## config.mk

```make
export PLATFORM = sky130hd
export DESIGN_NAME = cmpc_top
export DESIGN_NICKNAME = d
export VERILOG_FILES = /design/src/cmpc_pkg.sv /design/src/cmpc_top.sv
export VERILOG_INCLUDE_DIRS = /design/src
export SDC_FILE = /design/constraint.sdc
export NUM_CORES = 1
export LEC_CHECK = 0
export ABC_AREA = 1
export ABC_CLOCK_PERIOD_IN_PS = 1400
export BUFFER_PORTS_ARGS = -buffer_cell sky130_fd_sc_hd__clkbuf_2
export CAP_MARGIN = 10
export CORE_ASPECT_RATIO = 0.75
export CORE_MARGIN = 4
export CORE_UTILIZATION = 42
export DETAILED_ROUTE_END_ITERATION = 8
export PLACE_DENSITY = 0.83
export SLEW_MARGIN = 20
export SYNTH_ARGS = -nofsm -noshare
export SYNTH_HDL_FRONTEND = slang
export SYNTH_SLANG_ARGS = --single-unit
```

## constraint.sdc

```tcl
create_clock -name clock -period 1.4 [get_ports clock]
set_clock_uncertainty 0.15 [all_clocks]
set_input_delay 0.14 -clock clock [delete_from_list [all_inputs] [get_ports clock]]
set_output_delay 0.14 -clock clock [all_outputs]
set_load 0.05 [all_outputs]
```

## src/cmpc_regs.svh

```systemverilog
// Register offsets, field positions, reset values for the comparator control block
// Assumes a 32-bit APB slave, one aligned word per register
`ifndef CMPC_REGS_SVH
`define CMPC_REGS_SVH
`define CMPC_OFS_CTRL_A 12'h000
`define CMPC_OFS_CTRL_B 12'h004
`define CMPC_OFS_MIRROR 12'h008
`define CMPC_OFS_PORT 12'h00c
`define CMPC_OFS_IRQ 12'h010
`define CMPC_A_ENABLE 7
`define CMPC_A_RESULT 6
`define CMPC_A_PIN_OE 5
`define CMPC_A_INVERT 4
`define CMPC_A_SPEED 2
`define CMPC_A_HYST 1
`define CMPC_A_SYNC 0
`define CMPC_B_RISE 7
`define CMPC_B_FALL 6
`define CMPC_B_PLUS_HI 5
`define CMPC_B_PLUS_LO 4
`define CMPC_B_MINUS 0
`define CMPC_A_WMASK 8'hb7
`define CMPC_B_WMASK 8'hf1
`define CMPC_A_RESET 8'h04
`define CMPC_B_RESET 8'h00
`endif

```

## src/cmpc_pkg.sv

```systemverilog
// Types shared by the comparator control block
// Assumes cmpc_regs.svh for numeric constants
package cmpc_pkg;
    typedef struct packed {
        logic enable;
        logic pin_oe;
        logic invert;
        logic speed_select;
        logic hysteresis;
        logic timer_sync;
    } cmpc_ctrl_a_s;
    typedef struct packed {
        logic rise_en;
        logic fall_en;
        logic [1:0] plus_sel;
        logic minus_sel;
    } cmpc_ctrl_b_s;
    typedef enum logic [1:0] {
        CMPC_PLUS_PIN,
        CMPC_PLUS_RESISTIVE,
        CMPC_PLUS_FIXED,
        CMPC_PLUS_GROUND
    } cmpc_plus_e;
endpackage

```

## src/cmpc_top.sv

```systemverilog
// Comparator control and status logic with APB register access
// Assumes the analog core output, timer clock and port pins are asynchronous; all else on clock
// What this block does
// - Enable bit 7 of control A switches comparator, resets zero.
// - Result bit 6 reads plus above minus, reversed when inverted.
// - Pin output enable routes result to pin when direction clear, ignoring enable.
// - Pin output enable clear keeps result internal, port drives pin.
// - Invert bit 4 inverts result, resets zero.
// - Speed bit 2 resets one for fast; zero selects low power.
// - Hysteresis bit 1 enables hysteresis, resets zero.
// - Sync bit set updates timer and pin result on timer clock falls.
// - Sync bit clear passes result to timer and pin unlatched.
// - Rise enable sets interrupt flag on each result low-to-high.
// - Fall enable sets interrupt flag on each result high-to-low.
// - Plus select 00 pin, 01 resistive, 10 fixed reference.
// - Minus select zero picks first pin, one second pin.
// - Mirror register bit 0 copies result; other bits zero.
// - Unimplemented bits ignore writes, read zero.
// - Port reads return zero for analog-configured pins.
// - Edges are seen after polarity and enable gating.
// - Internal result registered each cycle; pin unlatched unless synced.
// - Sync latching uses the prescaled timer clock.
`timescale 1ns/10ps
`include "cmpc_regs.svh"
module cmpc_top
    import cmpc_pkg::*;
#(
    parameter int PORT_W = 6
) (
    input wire logic clock,
    input wire logic rst,
    input wire logic psel,
    input wire logic penable,
    input wire logic pwrite,
    input wire logic [11:0] paddr,
    input wire logic [31:0] pwdata,
    output logic [31:0] prdata,
    output logic pready,
    output logic pslverr,
    input wire logic analog_decision,
    input wire logic timer_clk_prescaled,
    input wire logic pin_direction_bit,
    input wire logic port_latch_out,
    input wire logic [PORT_W-1:0] port_pins_in,
    input wire logic [PORT_W-1:0] analog_select,
    output logic cmp_powered,
    output logic cmp_speed_select,
    output logic cmp_hysteresis_enable,
    output logic [1:0] plus_input_select,
    output logic minus_input_select,
    output logic timer_gate_result,
    output logic pin_out,
    output logic pin_oe,
    output logic cmp_irq_flag
);
    cmpc_ctrl_a_s ctrl_a_ff;
    cmpc_ctrl_b_s ctrl_b_ff;
    logic dec_s1_ff, dec_s2_ff;
    logic tclk_s1_ff, tclk_s2_ff, tclk_d_ff;
    logic result_ff;
    logic result_q_ff;
    logic sync_result_ff;
    logic irq_flag_ff;
    logic [PORT_W-1:0] port_s1_ff, port_s2_ff;
    logic [31:0] prdata_ff;
    logic nxt_result;
    logic ext_result;
    logic wr_en, rd_en;
    logic edge_hit;
    logic [7:0] rd_a, rd_b;

    assign wr_en = psel && penable && pwrite;
    assign rd_en = psel && penable && !pwrite;
    assign pready = 1'b1;
    assign pslverr = 1'b0;
    assign prdata = prdata_ff;

    // Analog decision, timer clock and port pin synchronisers
    always_ff @(posedge clock) begin
        dec_s1_ff <= analog_decision;
        dec_s2_ff <= dec_s1_ff;
        tclk_s1_ff <= timer_clk_prescaled;
        tclk_s2_ff <= tclk_s1_ff;
        tclk_d_ff <= tclk_s2_ff;
        port_s1_ff <= port_pins_in;
        port_s2_ff <= port_s1_ff;
    end

    // Disabled comparator decides low, then polarity applies
    assign nxt_result = (ctrl_a_ff.enable & dec_s2_ff) ^ ctrl_a_ff.invert;

    always_ff @(posedge clock) begin
        if (rst) begin
            result_ff <= 1'b0;
            result_q_ff <= 1'b0;
        end else begin
            result_ff <= nxt_result;
            result_q_ff <= result_ff;
        end
    end

    // Latch on falling edge of the prescaled timer clock
    always_ff @(posedge clock) begin
        if (rst) begin
            sync_result_ff <= 1'b0;
        end else if (tclk_d_ff && !tclk_s2_ff) begin
            sync_result_ff <= result_ff;
        end
    end

    // Unsynced path still passes the analog domain crossing first
    assign ext_result = ctrl_a_ff.timer_sync ? sync_result_ff : nxt_result;
    assign timer_gate_result = ext_result;
    assign pin_oe = !pin_direction_bit;
    assign pin_out = ctrl_a_ff.pin_oe ? ext_result : port_latch_out;

    assign cmp_powered = ctrl_a_ff.enable;
    assign cmp_speed_select = ctrl_a_ff.speed_select;
    assign cmp_hysteresis_enable = ctrl_a_ff.hysteresis;
    assign plus_input_select = ctrl_b_ff.plus_sel;
    assign minus_input_select = ctrl_b_ff.minus_sel;

    // Control registers
    always_ff @(posedge clock) begin
        if (rst) begin
            ctrl_a_ff <= '0;
            ctrl_a_ff.speed_select <= 1'b1;
        end else if (wr_en && paddr == `CMPC_OFS_CTRL_A) begin
            ctrl_a_ff.enable <= pwdata[`CMPC_A_ENABLE];
            ctrl_a_ff.pin_oe <= pwdata[`CMPC_A_PIN_OE];
            ctrl_a_ff.invert <= pwdata[`CMPC_A_INVERT];
            ctrl_a_ff.speed_select <= pwdata[`CMPC_A_SPEED];
            ctrl_a_ff.hysteresis <= pwdata[`CMPC_A_HYST];
            ctrl_a_ff.timer_sync <= pwdata[`CMPC_A_SYNC];
        end
    end

    always_ff @(posedge clock) begin
        if (rst) begin
            ctrl_b_ff <= '0;
        end else if (wr_en && paddr == `CMPC_OFS_CTRL_B) begin
            ctrl_b_ff.rise_en <= pwdata[`CMPC_B_RISE];
            ctrl_b_ff.fall_en <= pwdata[`CMPC_B_FALL];
            ctrl_b_ff.plus_sel <= pwdata[`CMPC_B_PLUS_HI:`CMPC_B_PLUS_LO];
            ctrl_b_ff.minus_sel <= pwdata[`CMPC_B_MINUS];
        end
    end

    // Edge detect on the gated, polarity-applied result
    assign edge_hit = (ctrl_b_ff.rise_en && result_ff && !result_q_ff)
        || (ctrl_b_ff.fall_en && !result_ff && result_q_ff);

    // Writing one to bit 0 clears; a same-cycle edge wins
    always_ff @(posedge clock) begin
        if (rst) begin
            irq_flag_ff <= 1'b0;
        end else if (edge_hit) begin
            irq_flag_ff <= 1'b1;
        end else if (wr_en && paddr == `CMPC_OFS_IRQ && pwdata[0]) begin
            irq_flag_ff <= 1'b0;
        end
    end
    assign cmp_irq_flag = irq_flag_ff;

    always_comb begin
        rd_a = {ctrl_a_ff.enable, result_ff, ctrl_a_ff.pin_oe, ctrl_a_ff.invert, 1'b0,
                ctrl_a_ff.speed_select, ctrl_a_ff.hysteresis, ctrl_a_ff.timer_sync};
        rd_b = {ctrl_b_ff.rise_en, ctrl_b_ff.fall_en, ctrl_b_ff.plus_sel, 3'h0, ctrl_b_ff.minus_sel};
    end

    // Read data register, unmapped reads return zero
    always_ff @(posedge clock) begin
        if (rst) begin
            prdata_ff <= 32'h0;
        end else if (psel && !penable && !pwrite) begin
            if (paddr == `CMPC_OFS_CTRL_A) begin
                prdata_ff <= {24'h0, rd_a};
            end else if (paddr == `CMPC_OFS_CTRL_B) begin
                prdata_ff <= {24'h0, rd_b};
            end else if (paddr == `CMPC_OFS_MIRROR) begin
                prdata_ff <= {31'h0, result_ff};
            end else if (paddr == `CMPC_OFS_PORT) begin
                prdata_ff <= 32'(port_s2_ff & ~analog_select);
            end else if (paddr == `CMPC_OFS_IRQ) begin
                prdata_ff <= {31'h0, irq_flag_ff};
            end else begin
                prdata_ff <= 32'h0;
            end
        end
    end
    logic unused_rd;
    assign unused_rd = rd_en;
endmodule

```

Word level (Yosys, flattened, before mapping)
Index checks and enable logic that the tools add are counted.

Input bits: 65. Logic and storage cells: 61. Bits in registers: 64. Output and inout port bits: 44.

Mux-type cells: 9. Bitwise operators: 4. Equal/unequal tests: 4. Reductions and logical operators: 22.

Operators by type and width (number): 32-bit two-way mux (4); 6-bit by 32-bit bitwise AND with 32-bit output (1); 6-bit NOT with 32-bit output (1); 12-bit by 4-bit == test with 1-bit output, second input constant (2); 1-bit logical AND (13); 12-bit by 3-bit == test with 1-bit output, second input constant (1); 12-bit by 5-bit == test with 1-bit output, second input constant (1); 12-bit logical NOT (1); 1-bit logical NOT (6); 1-bit two-way mux (5); 2-bit nonzero test (1); 1-bit bitwise AND (1); 1-bit logical OR (1); 1-bit XOR (1).

Logic depth before layout (Yosys ltp)
Gate-level depths: netlist of run 1.

Depth after elaboration: 6. Gate-level depth with buffers: 8. Mapped depth without buffers: 8.

Worst setup path after synthesis of run 1
OpenSTA, ideal clock, no wires.

Kind: register to output. Start: reg ctrl_a_ff, in the netlist cmp_powered. End: out pin_out. Arrival time: 2.585 ns. Cell stages (with the launch flop): 7. Slack: -1.475 ns. Cell sequence: dfxtp_1 > nand2_1 > xor2_1 > inv_1 > o21ai_0 > nand2_1 > nand2_1.

Longest elaborated chain between the ends: 4.

Ends and longest elaborated chain: start: declaration (line cmpc_top.sv:56) `cmpc_ctrl_a_s ctrl_a_ff;`; 1-bit bitwise AND (line cmpc_top.sv:90) `assign nxt_result = (ctrl_a_ff.enable & dec_s2_ff) ^ ctrl_a_ff.invert;`; 1-bit XOR (line cmpc_top.sv:90); 1-bit two-way mux (line cmpc_top.sv:112) `assign ext_result = ctrl_a_ff.timer_sync ? sync_result_ff : nxt_result;`; via timer_gate_result (line cmpc_top.sv:51) `output logic timer_gate_result,`; 1-bit two-way mux (line cmpc_top.sv:115) `assign pin_out = ctrl_a_ff.pin_oe ? ext_result : port_latch_out;`; end: declaration (line cmpc_top.sv:52) `output logic pin_out,`.

The timed path passes the listed nets, and every way through them passes these cells.

Worst setup path in the final report of run 1
Start: reg ctrl_a_ff, in the netlist cmp_powered. End: out timer_gate_result.

Longest elaborated chain between the ends: 3.

Ends and longest elaborated chain (line): 1-bit bitwise AND (cmpc_top.sv:90); 1-bit XOR (cmpc_top.sv:90); 1-bit two-way mux (cmpc_top.sv:112); end: declaration (cmpc_top.sv:51).

No other way between the ends.

==> summary.md, run 1 <==
| Metric | Value |
|---|---|
| Die X-Extent | 83.0 um |
| Final antenna-violating net count | 0 |
| Commonest non-fill, non-tap cell in the layout | clkbuf_2 |
| Slew Viols, Final | 0 |
| Failing checks | negative setup slack |
| Port bufs | 57 |
| Maximum fanout along the worst path | 2 |
| First-pass GRT wire length | 6.20 mm |
| Largest net degree at the start of global routing | 18 |
| Clock transition at the registers of the reported paths | 0.07 ns |
| Sequential-to-total area share from yosys stat | 45.2% |
| Final core utilization | 58.4% |
| Hold wc startpoint | analog_select[2] |
| Final cycle utilization of the critical path | 115% |
| Finished Cell Area | 2370 um2 |
| RSZ-0062 raised after global routing | true |
| Overall die height | 64.2 um |
| Syn avg cell area | 8.31 um2 |
| Pwr/cell area | 972 nW/um2 |
| Synth warn | 0 |
| Adder-cell share of the synthesized area | 0% |
| Setup ws final | -0.214 ns |
| Crit. End Element | output port |
| Total number of vias | 1525 |
| HPWL Detailed | 3.01 mm |
| Num rows | 20 |
| Critical path class | flip-flop to output port |
| Hold Vio Cnt, Final | 0 |
| CTS tree | done |
| Status | complete, but fails checks |
| Fillers | 374 |
| Initial antenna violation count | 0 |
| Worst EP arrival | 1.32 ns |
| GR Layer Usage met1 | 18.3% |
| Origin of the critical flop-to-flop path | cmp_powered |
| Final #Nets | 362 |
| Final std cells w/o fill | 353 |
| Final setup vio count | 2 |
| First-pass DRT Iterations | 4 |
| Highest-count cells in the layout ignoring fill and taps | 55 x clkbuf_2, 39 x dfxtp_1, 31 x inv_1 |
| Number of diodes | 0 |
| Cells after synthesis | 213 |
| Inst Count DP | 329 |
| CP Launch Type | flip-flop |
| Max cap viols | 0 |
| Multiplexer share of the synthesized area | 0% |
| Compound-Gate Fraction of Synth Area | 17.2% |
| Post-Synth Simple-Gate Area | 16.5% |
| GRT busiest layer | met2 |
| Multi-input logic area | 726 um2 |
| Clock Sinks | 40 |
| Largest family of logic cells by synthesized area | buffers and inverters |
| Worst-Skew Late Latency | 0.28 ns |
| Clock tree buffer depth | 2 |
| Post-Syn Area | 1770 um2 |
| Leakage | 1.17 nW |
| GP Congestion | 0.813 |
| Total CTS buffers | 5 |
| Pwr Total | 2.30 mW |
| EDFF count, synth | 0 |
| Netlist cell types | 32 |
| Post-synthesis async set-or-reset flop share | 0% |
| Htree depth | 2 |
| Root buffer cell | clkbuf_8 |
| Io pins | 109 |
| Remaining global-route overflow | 0 |
| Placed cell area | 2120 um2 |
| FF+latch count, synth | 40 |
| Drt initial violations | 108 |
| Final wirelength | 3.82 mm |
| Layout cells sized above 1 | 35.2% |
| Met3 global-route usage | 5.93% |
| WP data required | 1.11 ns |
| Via density | 4.32 |
| Area Overhead vs Synth | 33.6% |
| Die ar. | 5330 um2 |
| Avg WL per Cell | 10.8 um |
| Place WS | -0.0917 ns |
| Hold crit path type | input pin to flip-flop |
| Final worst path period need | 1.61 ns |
| Met2 Track Usage GR | 22.6% |
| FF+latch area | 805 um2 |
| Initial core utilization | 43.7% |
| Start point of the critical path | cmp_powered |
| Fmax | 0.620 GHz |
| Core Box Area | 4050 um2 |
| DRC errors left | 0 |
| Vias in the first global route | 1347 |
| All-Layer GR Usage | 14.6% |
| Xor and xnor area share after synthesis | 0.495% |
| Maximum vdd drop | 689 uV |
| Synth Flop Type | dfxtp_1 |
==> routing by layer <==
metal	up-vias	routed length [um]
met5	-	0
met4	0	17
met3	2	364
met2	64	1710
met1	658	1730
li1	801	-
==> cell type report <==
cell class	instances	share of cell area [%]
clock inverter	1	0.212
timing repair buffer	84	23.6
clock buffer	7	3.23
tap	55	2.91
sequential	40	34.0
multi-input combinational	132	30.7
inverter	34	5.39
==> synthesized netlist by cell type, types with 2 or more instances <==
master,number,share of area (%)
o21ai_1,2,0.57
nand2_1,14,3.0
nand2_2,4,1.4
nor2_1,9,1.9
o21ai_0,21,5.9
nand3_1,9,2.5
nand4_1,3,1.1
nor2_2,5,1.8
buf_4,28,12
conb_1,2,0.42
inv_2,3,0.64
o21ai_2,3,1.5
a21oi_1,14,4.0
nor3_1,3,0.85
dfxtp_1,40,45
a21oi_2,3,1.5
o22ai_1,2,0.71
o21bai_1,4,1.7
inv_1,31,6.6
==> state kept, by name, summed over array words and instances (netlist names) <==
| signal | flops |
|---|---|
| prdata | 8 |
| port_s1_ff | 6 |
| port_s2_ff | 6 |
| ctrl_a_ff | 3 |
| ctrl_b_ff | 2 |
| plus_input_select | 2 |
| cmp_hysteresis_enable | 1 |
| cmp_irq_flag | 1 |
| cmp_powered | 1 |
| cmp_speed_select | 1 |
| dec_s1_ff | 1 |
| dec_s2_ff | 1 |
| minus_input_select | 1 |
| result_ff | 1 |
| result_q_ff | 1 |
| sync_result_ff | 1 |
| tclk_d_ff | 1 |
| tclk_s1_ff | 1 |
| tclk_s2_ff | 1 |
==> power breakdown <==
part	switching [mW]	internal, mW
logic	0.288	0.113
registers	0.0129	1.17
clock network	0.364	0.349
total	0.664	1.64
==> timing repair <==
item                       CTS  global route
buffers inserted             2             1
hold endpoints to repair    16             0
gates resized for setup      1             3
hold buffers                13             0
setup endpoints to repair    2             2
pin swaps                    4             0
==> logic make-up (layout without fill, tap and decap cells) <==
family / after synthesis / after routing
simple gates: 53 / 53
flops: 40 / 40
other cells: 2 / 26
xor+xnor: 1 / 1
compound gates: 52 / 52
buf+inv: 65 / 126
==> worst max-delay path, cell delays in order, from the launching register on <==
cell and delay (ns):
dfxtp_4 0.36, nand2_2 0.05, xor2_1 0.13, inv_1 0.09, o21ai_4 0.14, buf_4 0.14
buf_8 0.13
==> per-stage QoR <==
step / hold slack (ns) / TNS (ns)
3_5_place_dp: 0.0939 / -0.131
5_1_grt: 0.00690 / -0.570
3_3_place_gp: 0.0923 / 0
6_report: 0.0123 / -0.426
2_1_floorplan: 0.0177 / -0.235
4_1_cts: 0.0101 / -0.420
==> final timing paths <==
kind | end | slack [ns] | cells after the start
setup / recovery | timer_gate_result | -0.21 | 6
hold / removal | prdata[2] | 0.01 | 4
setup reg to reg | prdata[7] | 0.33 | 5
hold reg to reg | port_s2_ff[3] | 0.18 | 0
(Power assumes the default switching activity.)
==> run 2, diff against run 1 <==
- ABC_CLOCK_PERIOD_IN_PS: 1400 -> default
- CORE_ASPECT_RATIO: 0.75 -> default
==> run 2 against run 1 <==
The run still ends with negative setup slack left. Highest routed layer unchanged. Register-to-register slack gained 0.04 ns. Utilization grew 1.2 points. Maximum frequency shrank 1.5%. Largest cell class unchanged. Cell count shrank 0.28%. Count of clock-buffer cells in the layout grew 1. Hold slack lost 0.0018 ns. First-iteration DRC count shrank 55%. Largest power group unchanged. Clock power grew 6.7%. Worst setup slack lost 0.024 ns. Final area grew 1.4%. Critical path depth grew 1.
==> summary.md, run 2 (synthesis results as in run 1) <==
| Metric | Value |
|---|---|
| Status | complete, but fails checks (unchanged) |
| Failing checks | negative setup slack (unchanged) |
| Initial antenna violation count | 0 (unchanged) |
| Commonest non-fill, non-tap cell in the layout | clkbuf_2 (unchanged) |
| Area Overhead vs Synth | 35.5% (was 33.6%) |
| Initial core utilization | 43.9% (was 43.7%) |
| Largest net degree at the start of global routing | 16 (was 18) |
| Max reg flops | 8 (unchanged) |
| Pwr Total | 2.35 mW (was 2.30 mW) |
| Fmax | 0.611 GHz (was 0.620 GHz) |
| Final wirelength | 3.80 mm (was 3.82 mm) |
| First-pass DRT Iterations | 4 (unchanged) |
| Clock Sinks | 40 (unchanged) |
| Maximum vdd drop | 936 uV (was 689 uV) |
| Final #Nets | 366 (was 362) |
| Avg WL per Cell | 10.8 um (about the same) |
| Io pins | 109 (unchanged) |
| GP Congestion | 0.785 (was 0.813) |
| Worst path cell trace | nand2_2, xor2_1, inv_1, o21ai_4, nand2_2, nand2_4, buf_12 (was nand2_2, xor2_1, inv_1, o21ai_4, buf_4, buf_8) |
| CP Launch Type | flip-flop (unchanged) |
| Core Box Area | 4030 um2 (was 4050 um2) |
| RSZ-0062 raised after global routing | true (unchanged) |
| Buffers and inverters on the worst path | 2 (was 3) |
| Leakage | 1.19 nW (was 1.17 nW) |
| Hold wc startpoint | pwdata[1] (was analog_select[2]) |
| Setup ws final | -0.238 ns (was -0.214 ns) |
| All-Layer GR Usage | 15.1% (was 14.6%) |
| HPWL Detailed | 2.98 mm (was 3.01 mm) |
| Final setup vio count | 2 (unchanged) |
| FF+latch area | 806 um2 (was 805 um2) |
| Via density | 4.37 (was 4.32) |
| CP max-delay cell | dfxtp_4 (unchanged) |
| Worst-Skew Late Latency | 0.28 ns (about the same) |
| First-pass GRT wire length | 6.18 mm (was 6.20 mm) |
| Clock transition at the registers of the reported paths | 0.07 ns (about the same) |
| Total number of vias | 1537 (was 1525) |
| Num rows | 23 (was 20) |
| Highest-count cells in the layout ignoring fill and taps | 55 x clkbuf_2, 38 x dfxtp_1, 29 x inv_1 (was 55 x clkbuf_2, 39 x dfxtp_1, 31 x inv_1) |
| Hold Vio Cnt, Final | 0 (unchanged) |
| Final antenna-violating net count | 0 (unchanged) |
| Number of diodes | 0 (unchanged) |
| Fillers | 369 (was 374) |
| Placed cell area | 2140 um2 (was 2120 um2) |
| Remaining global-route overflow | 0 (unchanged) |
| DRC errors left | 0 (unchanged) |
| Final core utilization | 59.6% (was 58.4%) |
| WHS | 0.0105 ns (was 0.0123 ns) |
| CTS tree | done (unchanged) |
| Total CTS buffers | 5 (unchanged) |
| Max cap viols | 0 (unchanged) |
| Final std cells w/o fill | 352 (was 353) |
| Die ar. | 5320 um2 (was 5330 um2) |
| Overall die height | 72.9 um (was 64.2 um) |
| Root buffer cell | clkbuf_8 (unchanged) |
| Clock tree buffer depth | 2 (unchanged) |
| Port bufs | 57 (unchanged) |
| Inst Count DP | 327 (was 329) |
| Vias in the first global route | 1452 (was 1347) |
| Drt initial violations | 49 (was 108) |
| Layout cells sized above 1 | 36.1% (was 35.2%) |
| Multi-input logic area | 726 um2 (unchanged) |
| Pwr/cell area | 980 nW/um2 (was 972 nW/um2) |
| Crit. End Element | output port (unchanged) |
| Origin of the critical flop-to-flop path | ctrl_a_ff[0] (was cmp_powered) |
| R2r setup slk | 0.37 ns (was 0.33 ns) |
| Critical path's top delay family | flip-flops (unchanged) |
| Start point of the critical path | cmp_powered (unchanged) |
| Maximum fanout along the worst path | 2 (unchanged) |
| Most Frequent Cell on Critical Path | nand2_2 |
| Final setup TNS | -0.464 ns (was -0.426 ns) |
| WP data required | 1.11 ns (about the same) |
| Place WS | -0.0529 ns (was -0.0917 ns) |
| Critical path class | flip-flop to output port (unchanged) |
| Finished Cell Area | 2400 um2 (was 2370 um2) |
| Final worst path period need | 1.64 ns (was 1.61 ns) |
| Slew Viols, Final | 0 (unchanged) |
| Die X-Extent | 72.9 um (was 83.0 um) |
| Htree depth | 2 (unchanged) |
| Worst EP arrival | 1.35 ns (was 1.32 ns) |
| Final cycle utilization of the critical path | 117% (was 115%) |
| Worst path max stage delay | 0.35 ns (was 0.36 ns) |
| Hold crit path type | input pin to flip-flop (unchanged) |
-- run 2: timing repair --
action	CTS	global route
buffers inserted	1	0
gates cloned	0	0
hold buffers	16	0
resized for setup	2	1
endpoints found under the setup margin	2	11
endpoints found under the hold margin	19	0
pin swaps	4	0
-- run 2: metal layers --
layer / wire length (um) / GRT usage, %
met1: 1620 / 18.4
met2: 1760 / 25.3
met3: 366 / 4.41
met4: 54 / 5.53
met5: 0 / 0
-- run 2: area by class of cell --
type	instances	share of cell area [%]
multi-input combinational	132	30.2
inverter	34	5.32
sequential	40	33.6
tap	50	2.61
timing repair buffer	88	24.5
clock buffer	8	3.75
-- run 2: worst paths after layout --
kind | endpoint | depth (start not counted)
setup / recovery | pin_out | 7
hold / removal | cmp_hysteresis_enable | 3
setup reg to reg | prdata[0] | 4
hold reg to reg | tclk_s2_ff | 0
-- run 2: worst reg2reg max path: stages, from the launching register on --
cell	delay (ns)
dfxtp_1	0.41
inv_1	0.10
o21ai_2	0.13
inv_1	0.06
a21oi_2	0.12
-- run 2: power breakdown --
| group | internal, mW | switching (mW) |
|---|---|---|
| sequential | 1.17 | 0.0125 |
| clock | 0.401 | 0.360 |
| combinational | 0.116 | 0.287 |
==> run 3, diff against run 2 <==
- CORE_UTILIZATION: 42 -> 44
- CTS_BUF_LIST: default -> sky130_fd_sc_hd__clkbuf_8
- PLACE_DENSITY: 0.83 -> 0.86
==> run 3 against run 2 <==
The run still ends with negative setup slack left. Power up 0.23%. Final area is 1.1% higher. Maximum frequency shrank 3.3%. Non-clock buffer count up 3. Sequential share of layout area fell by 0.43 points. Critical endpoint unchanged. Utilization is 4.8 points higher. Via count rose by 6.8%. Clock power down 1%. Sequential power about the same. Worst setup slack worse by 0.056 ns. Critical path type unchanged.
==> summary.md, run 3 (synthesis results as in run 1) <==
| Metric | Value |
|---|---|
| GP Congestion | 0.787 (was 0.785) |
| Die ar. | 5100 um2 (was 5320 um2) |
| Buffers and inverters on the worst path | 2 (unchanged) |
| Leakage | 1.20 nW (was 1.19 nW) |
| First-pass GRT wire length | 6.89 mm (was 6.18 mm) |
| Inst Count DP | 324 (was 327) |
| Io pins | 109 (unchanged) |
| WHS | 0.0380 ns (was 0.0105 ns) |
| Final wirelength | 4.32 mm (was 3.80 mm) |
| Area Overhead vs Synth | 37.1% (was 35.5%) |
| Pwr Total | 2.36 mW (was 2.35 mW) |
| Setup ws final | -0.294 ns (was -0.238 ns) |
| Final cycle utilization of the critical path | 121% (was 117%) |
| Hold Vio Cnt, Final | 0 (unchanged) |
| Met3 global-route usage | 6.73% (was 4.41%) |
| Origin of the critical flop-to-flop path | cmp_powered (was ctrl_a_ff[0]) |
| Critical path's top delay family | flip-flops (unchanged) |
| Fmax | 0.590 GHz (was 0.611 GHz) |
| Initial antenna violation count | 0 (unchanged) |
| Clock tree buffer depth | 2 (unchanged) |
| Core Box Area | 3770 um2 (was 4030 um2) |
| Avg WL per Cell | 12.2 um (was 10.8 um) |
| Remaining global-route overflow | 0 (unchanged) |
| Critical path class | flip-flop to output port (unchanged) |
| Final setup vio count | 2 (unchanged) |
| Most Frequent Cell on Critical Path | nand2_2 (unchanged) |
| Final worst path period need | 1.69 ns (was 1.64 ns) |
| Initial core utilization | 46.9% (was 43.9%) |
| WP data required | 1.11 ns (about the same) |
| Largest net degree at the start of global routing | 16 (unchanged) |
| Hold wc startpoint | pwdata[4] (was pwdata[1]) |
| Highest-count cells in the layout ignoring fill and taps | 54 x clkbuf_2, 39 x dfxtp_1, 30 x inv_1 (was 55 x clkbuf_2, 38 x dfxtp_1, 29 x inv_1) |
| Final std cells w/o fill | 353 (was 352) |
| DRC errors left | 0 (unchanged) |
| CP Launch Type | flip-flop (unchanged) |
| Worst EP arrival | 1.40 ns (was 1.35 ns) |
| Num rows | 22 (was 23) |
| Number of diodes | 0 (unchanged) |
| Drt initial violations | 32 (was 49) |
| CTS tree | done (unchanged) |
| GRT busiest layer | met2 (unchanged) |
| Crit. End Element | output port (unchanged) |
| Reg2reg path depth | 5 (was 4) |
| Hold depth | 3 (unchanged) |
| Pwr/cell area | 971 nW/um2 (was 980 nW/um2) |
| Final antenna-violating net count | 0 (unchanged) |
| Via density | 4.65 (was 4.37) |
| Slew Viols, Final | 0 (unchanged) |
| HPWL Detailed | 3.08 mm (was 2.98 mm) |
| RSZ-0062 raised after global routing | true (unchanged) |
| Commonest non-fill, non-tap cell in the layout | clkbuf_2 (unchanged) |
| First-pass DRT Iterations | 4 (unchanged) |
| Maximum vdd drop | 778 uV (was 936 uV) |
| Final #Nets | 369 (was 366) |
| Total number of vias | 1641 (was 1537) |
| Vias in the first global route | 1566 (was 1452) |
| Layout cells sized above 1 | 36.4% (was 36.1%) |
| Max reg flops | 8 (unchanged) |
| Met2 Track Usage GR | 29.2% (was 25.3%) |
| Hold Path Sink | ctrl_a_ff[3] (was cmp_hysteresis_enable) |
| Overall die height | 71.4 um (was 72.9 um) |
| GR Layer Usage met1 | 18.9% (was 18.4%) |
| CP max-delay cell | dfxtp_4 (unchanged) |
| R2r setup slk | 0.35 ns (was 0.37 ns) |
| Maximum fanout along the worst path | 2 (unchanged) |
| Port bufs | 57 (unchanged) |
| Clock transition at the registers of the reported paths | 0.08 ns (was 0.07 ns) |
| Reg2Reg Capture Point | prdata[7] (was prdata[0]) |
| Status | complete, but fails checks (unchanged) |
| Die X-Extent | 71.4 um (was 72.9 um) |
| Htree depth | 2 (unchanged) |
| Worst-Skew Late Latency | 0.29 ns (was 0.28 ns) |
| All-Layer GR Usage | 17.2% (was 15.1%) |
| Fillers | 326 (was 369) |
| Clock Sinks | 40 (unchanged) |
| Worst path max stage delay | 0.35 ns (about the same) |
| Final core utilization | 64.4% (was 59.6%) |
| Max cap viols | 0 (unchanged) |
| Root buffer cell | clkbuf_8 (unchanged) |
| Worst path cell trace | nand2_2, xor2_1, inv_1, o21ai_4, nand2_2, nand2_4, buf_12 (unchanged) |
| Total CTS buffers | 5 (unchanged) |
| Failing checks | negative setup slack (unchanged) |
| Hold crit path type | input pin to flip-flop (unchanged) |
-- run 3: changes by cell type in the layout (fill, tap and decap cells not counted), moves of 2 or more --
cell / change
inv_2: -2
clkbuf_1: -2
clkinv_2: +2
buf_6: +2
-- run 3: worst max path at each step --
stage                 from                    to  slack (ns)  cells after the start
6_report       cmp_powered               pin_out       -0.29                      7
2_1_floorplan  cmp_powered               pin_out       -0.23                      6
4_1_cts        cmp_powered               pin_out       -0.28                      7
3_5_place_dp      paddr[1]  plus_input_select[0]       -0.07                      7
3_3_place_gp      paddr[7]  plus_input_select[0]       -0.01                      7
5_1_grt        cmp_powered               pin_out       -0.37                      7
-- run 3: metal layers --
layer / wire, um / up-vias
met2: 2130 / 85
li1: - / 813
met5: 0 / -
met3: 485 / 9
met4: 96 / 0
met1: 1610 / 734
-- run 3: metrics by stage --
stage	setup WS [ns]	area, um2	setup TNS (ns)
global placement	-0.0100	2120	-0.0100
global route	-0.375	2430	-0.720
CTS	-0.282	2390	-0.540
detailed placement	-0.0678	2120	-0.300
finish	-0.294	2430	-0.560
floorplan	-0.235	1890	-0.235
-- run 3: repair_timing --
item	CTS	global route
resized for setup	1	9
endpoints found under the setup margin	2	13
setup buffers	2	2
hold buffers	17	0
endpoints found under the hold margin	21	0
pin swaps	3	0
gates cloned	0	0
-- run 3: area by class of cell --
cell class | count | area (um2) | share of cell area (%)
sequential | 40 | 805 | 33.1
multi-input combinational | 132 | 726 | 29.9
timing repair buffer | 91 | 618 | 25.5
inverter | 34 | 131 | 5.41
clock buffer | 5 | 68.8 | 2.84
tap | 48 | 60.1 | 2.47
clock inverter | 3 | 18.8 | 0.773
-- run 3: tightest hold or removal path, stage by stage --
cell and delay [ns]:
clkbuf_2 0.10, o21ai_0 0.15, a21oi_1 0.04
-- run 3: power by group --
group	total, mW	internal [mW]	switching [mW]
sequential	1.19	1.17	0.0133
combinational	0.418	0.123	0.295
clock	0.752	0.347	0.405
total	2.36	1.64	0.714
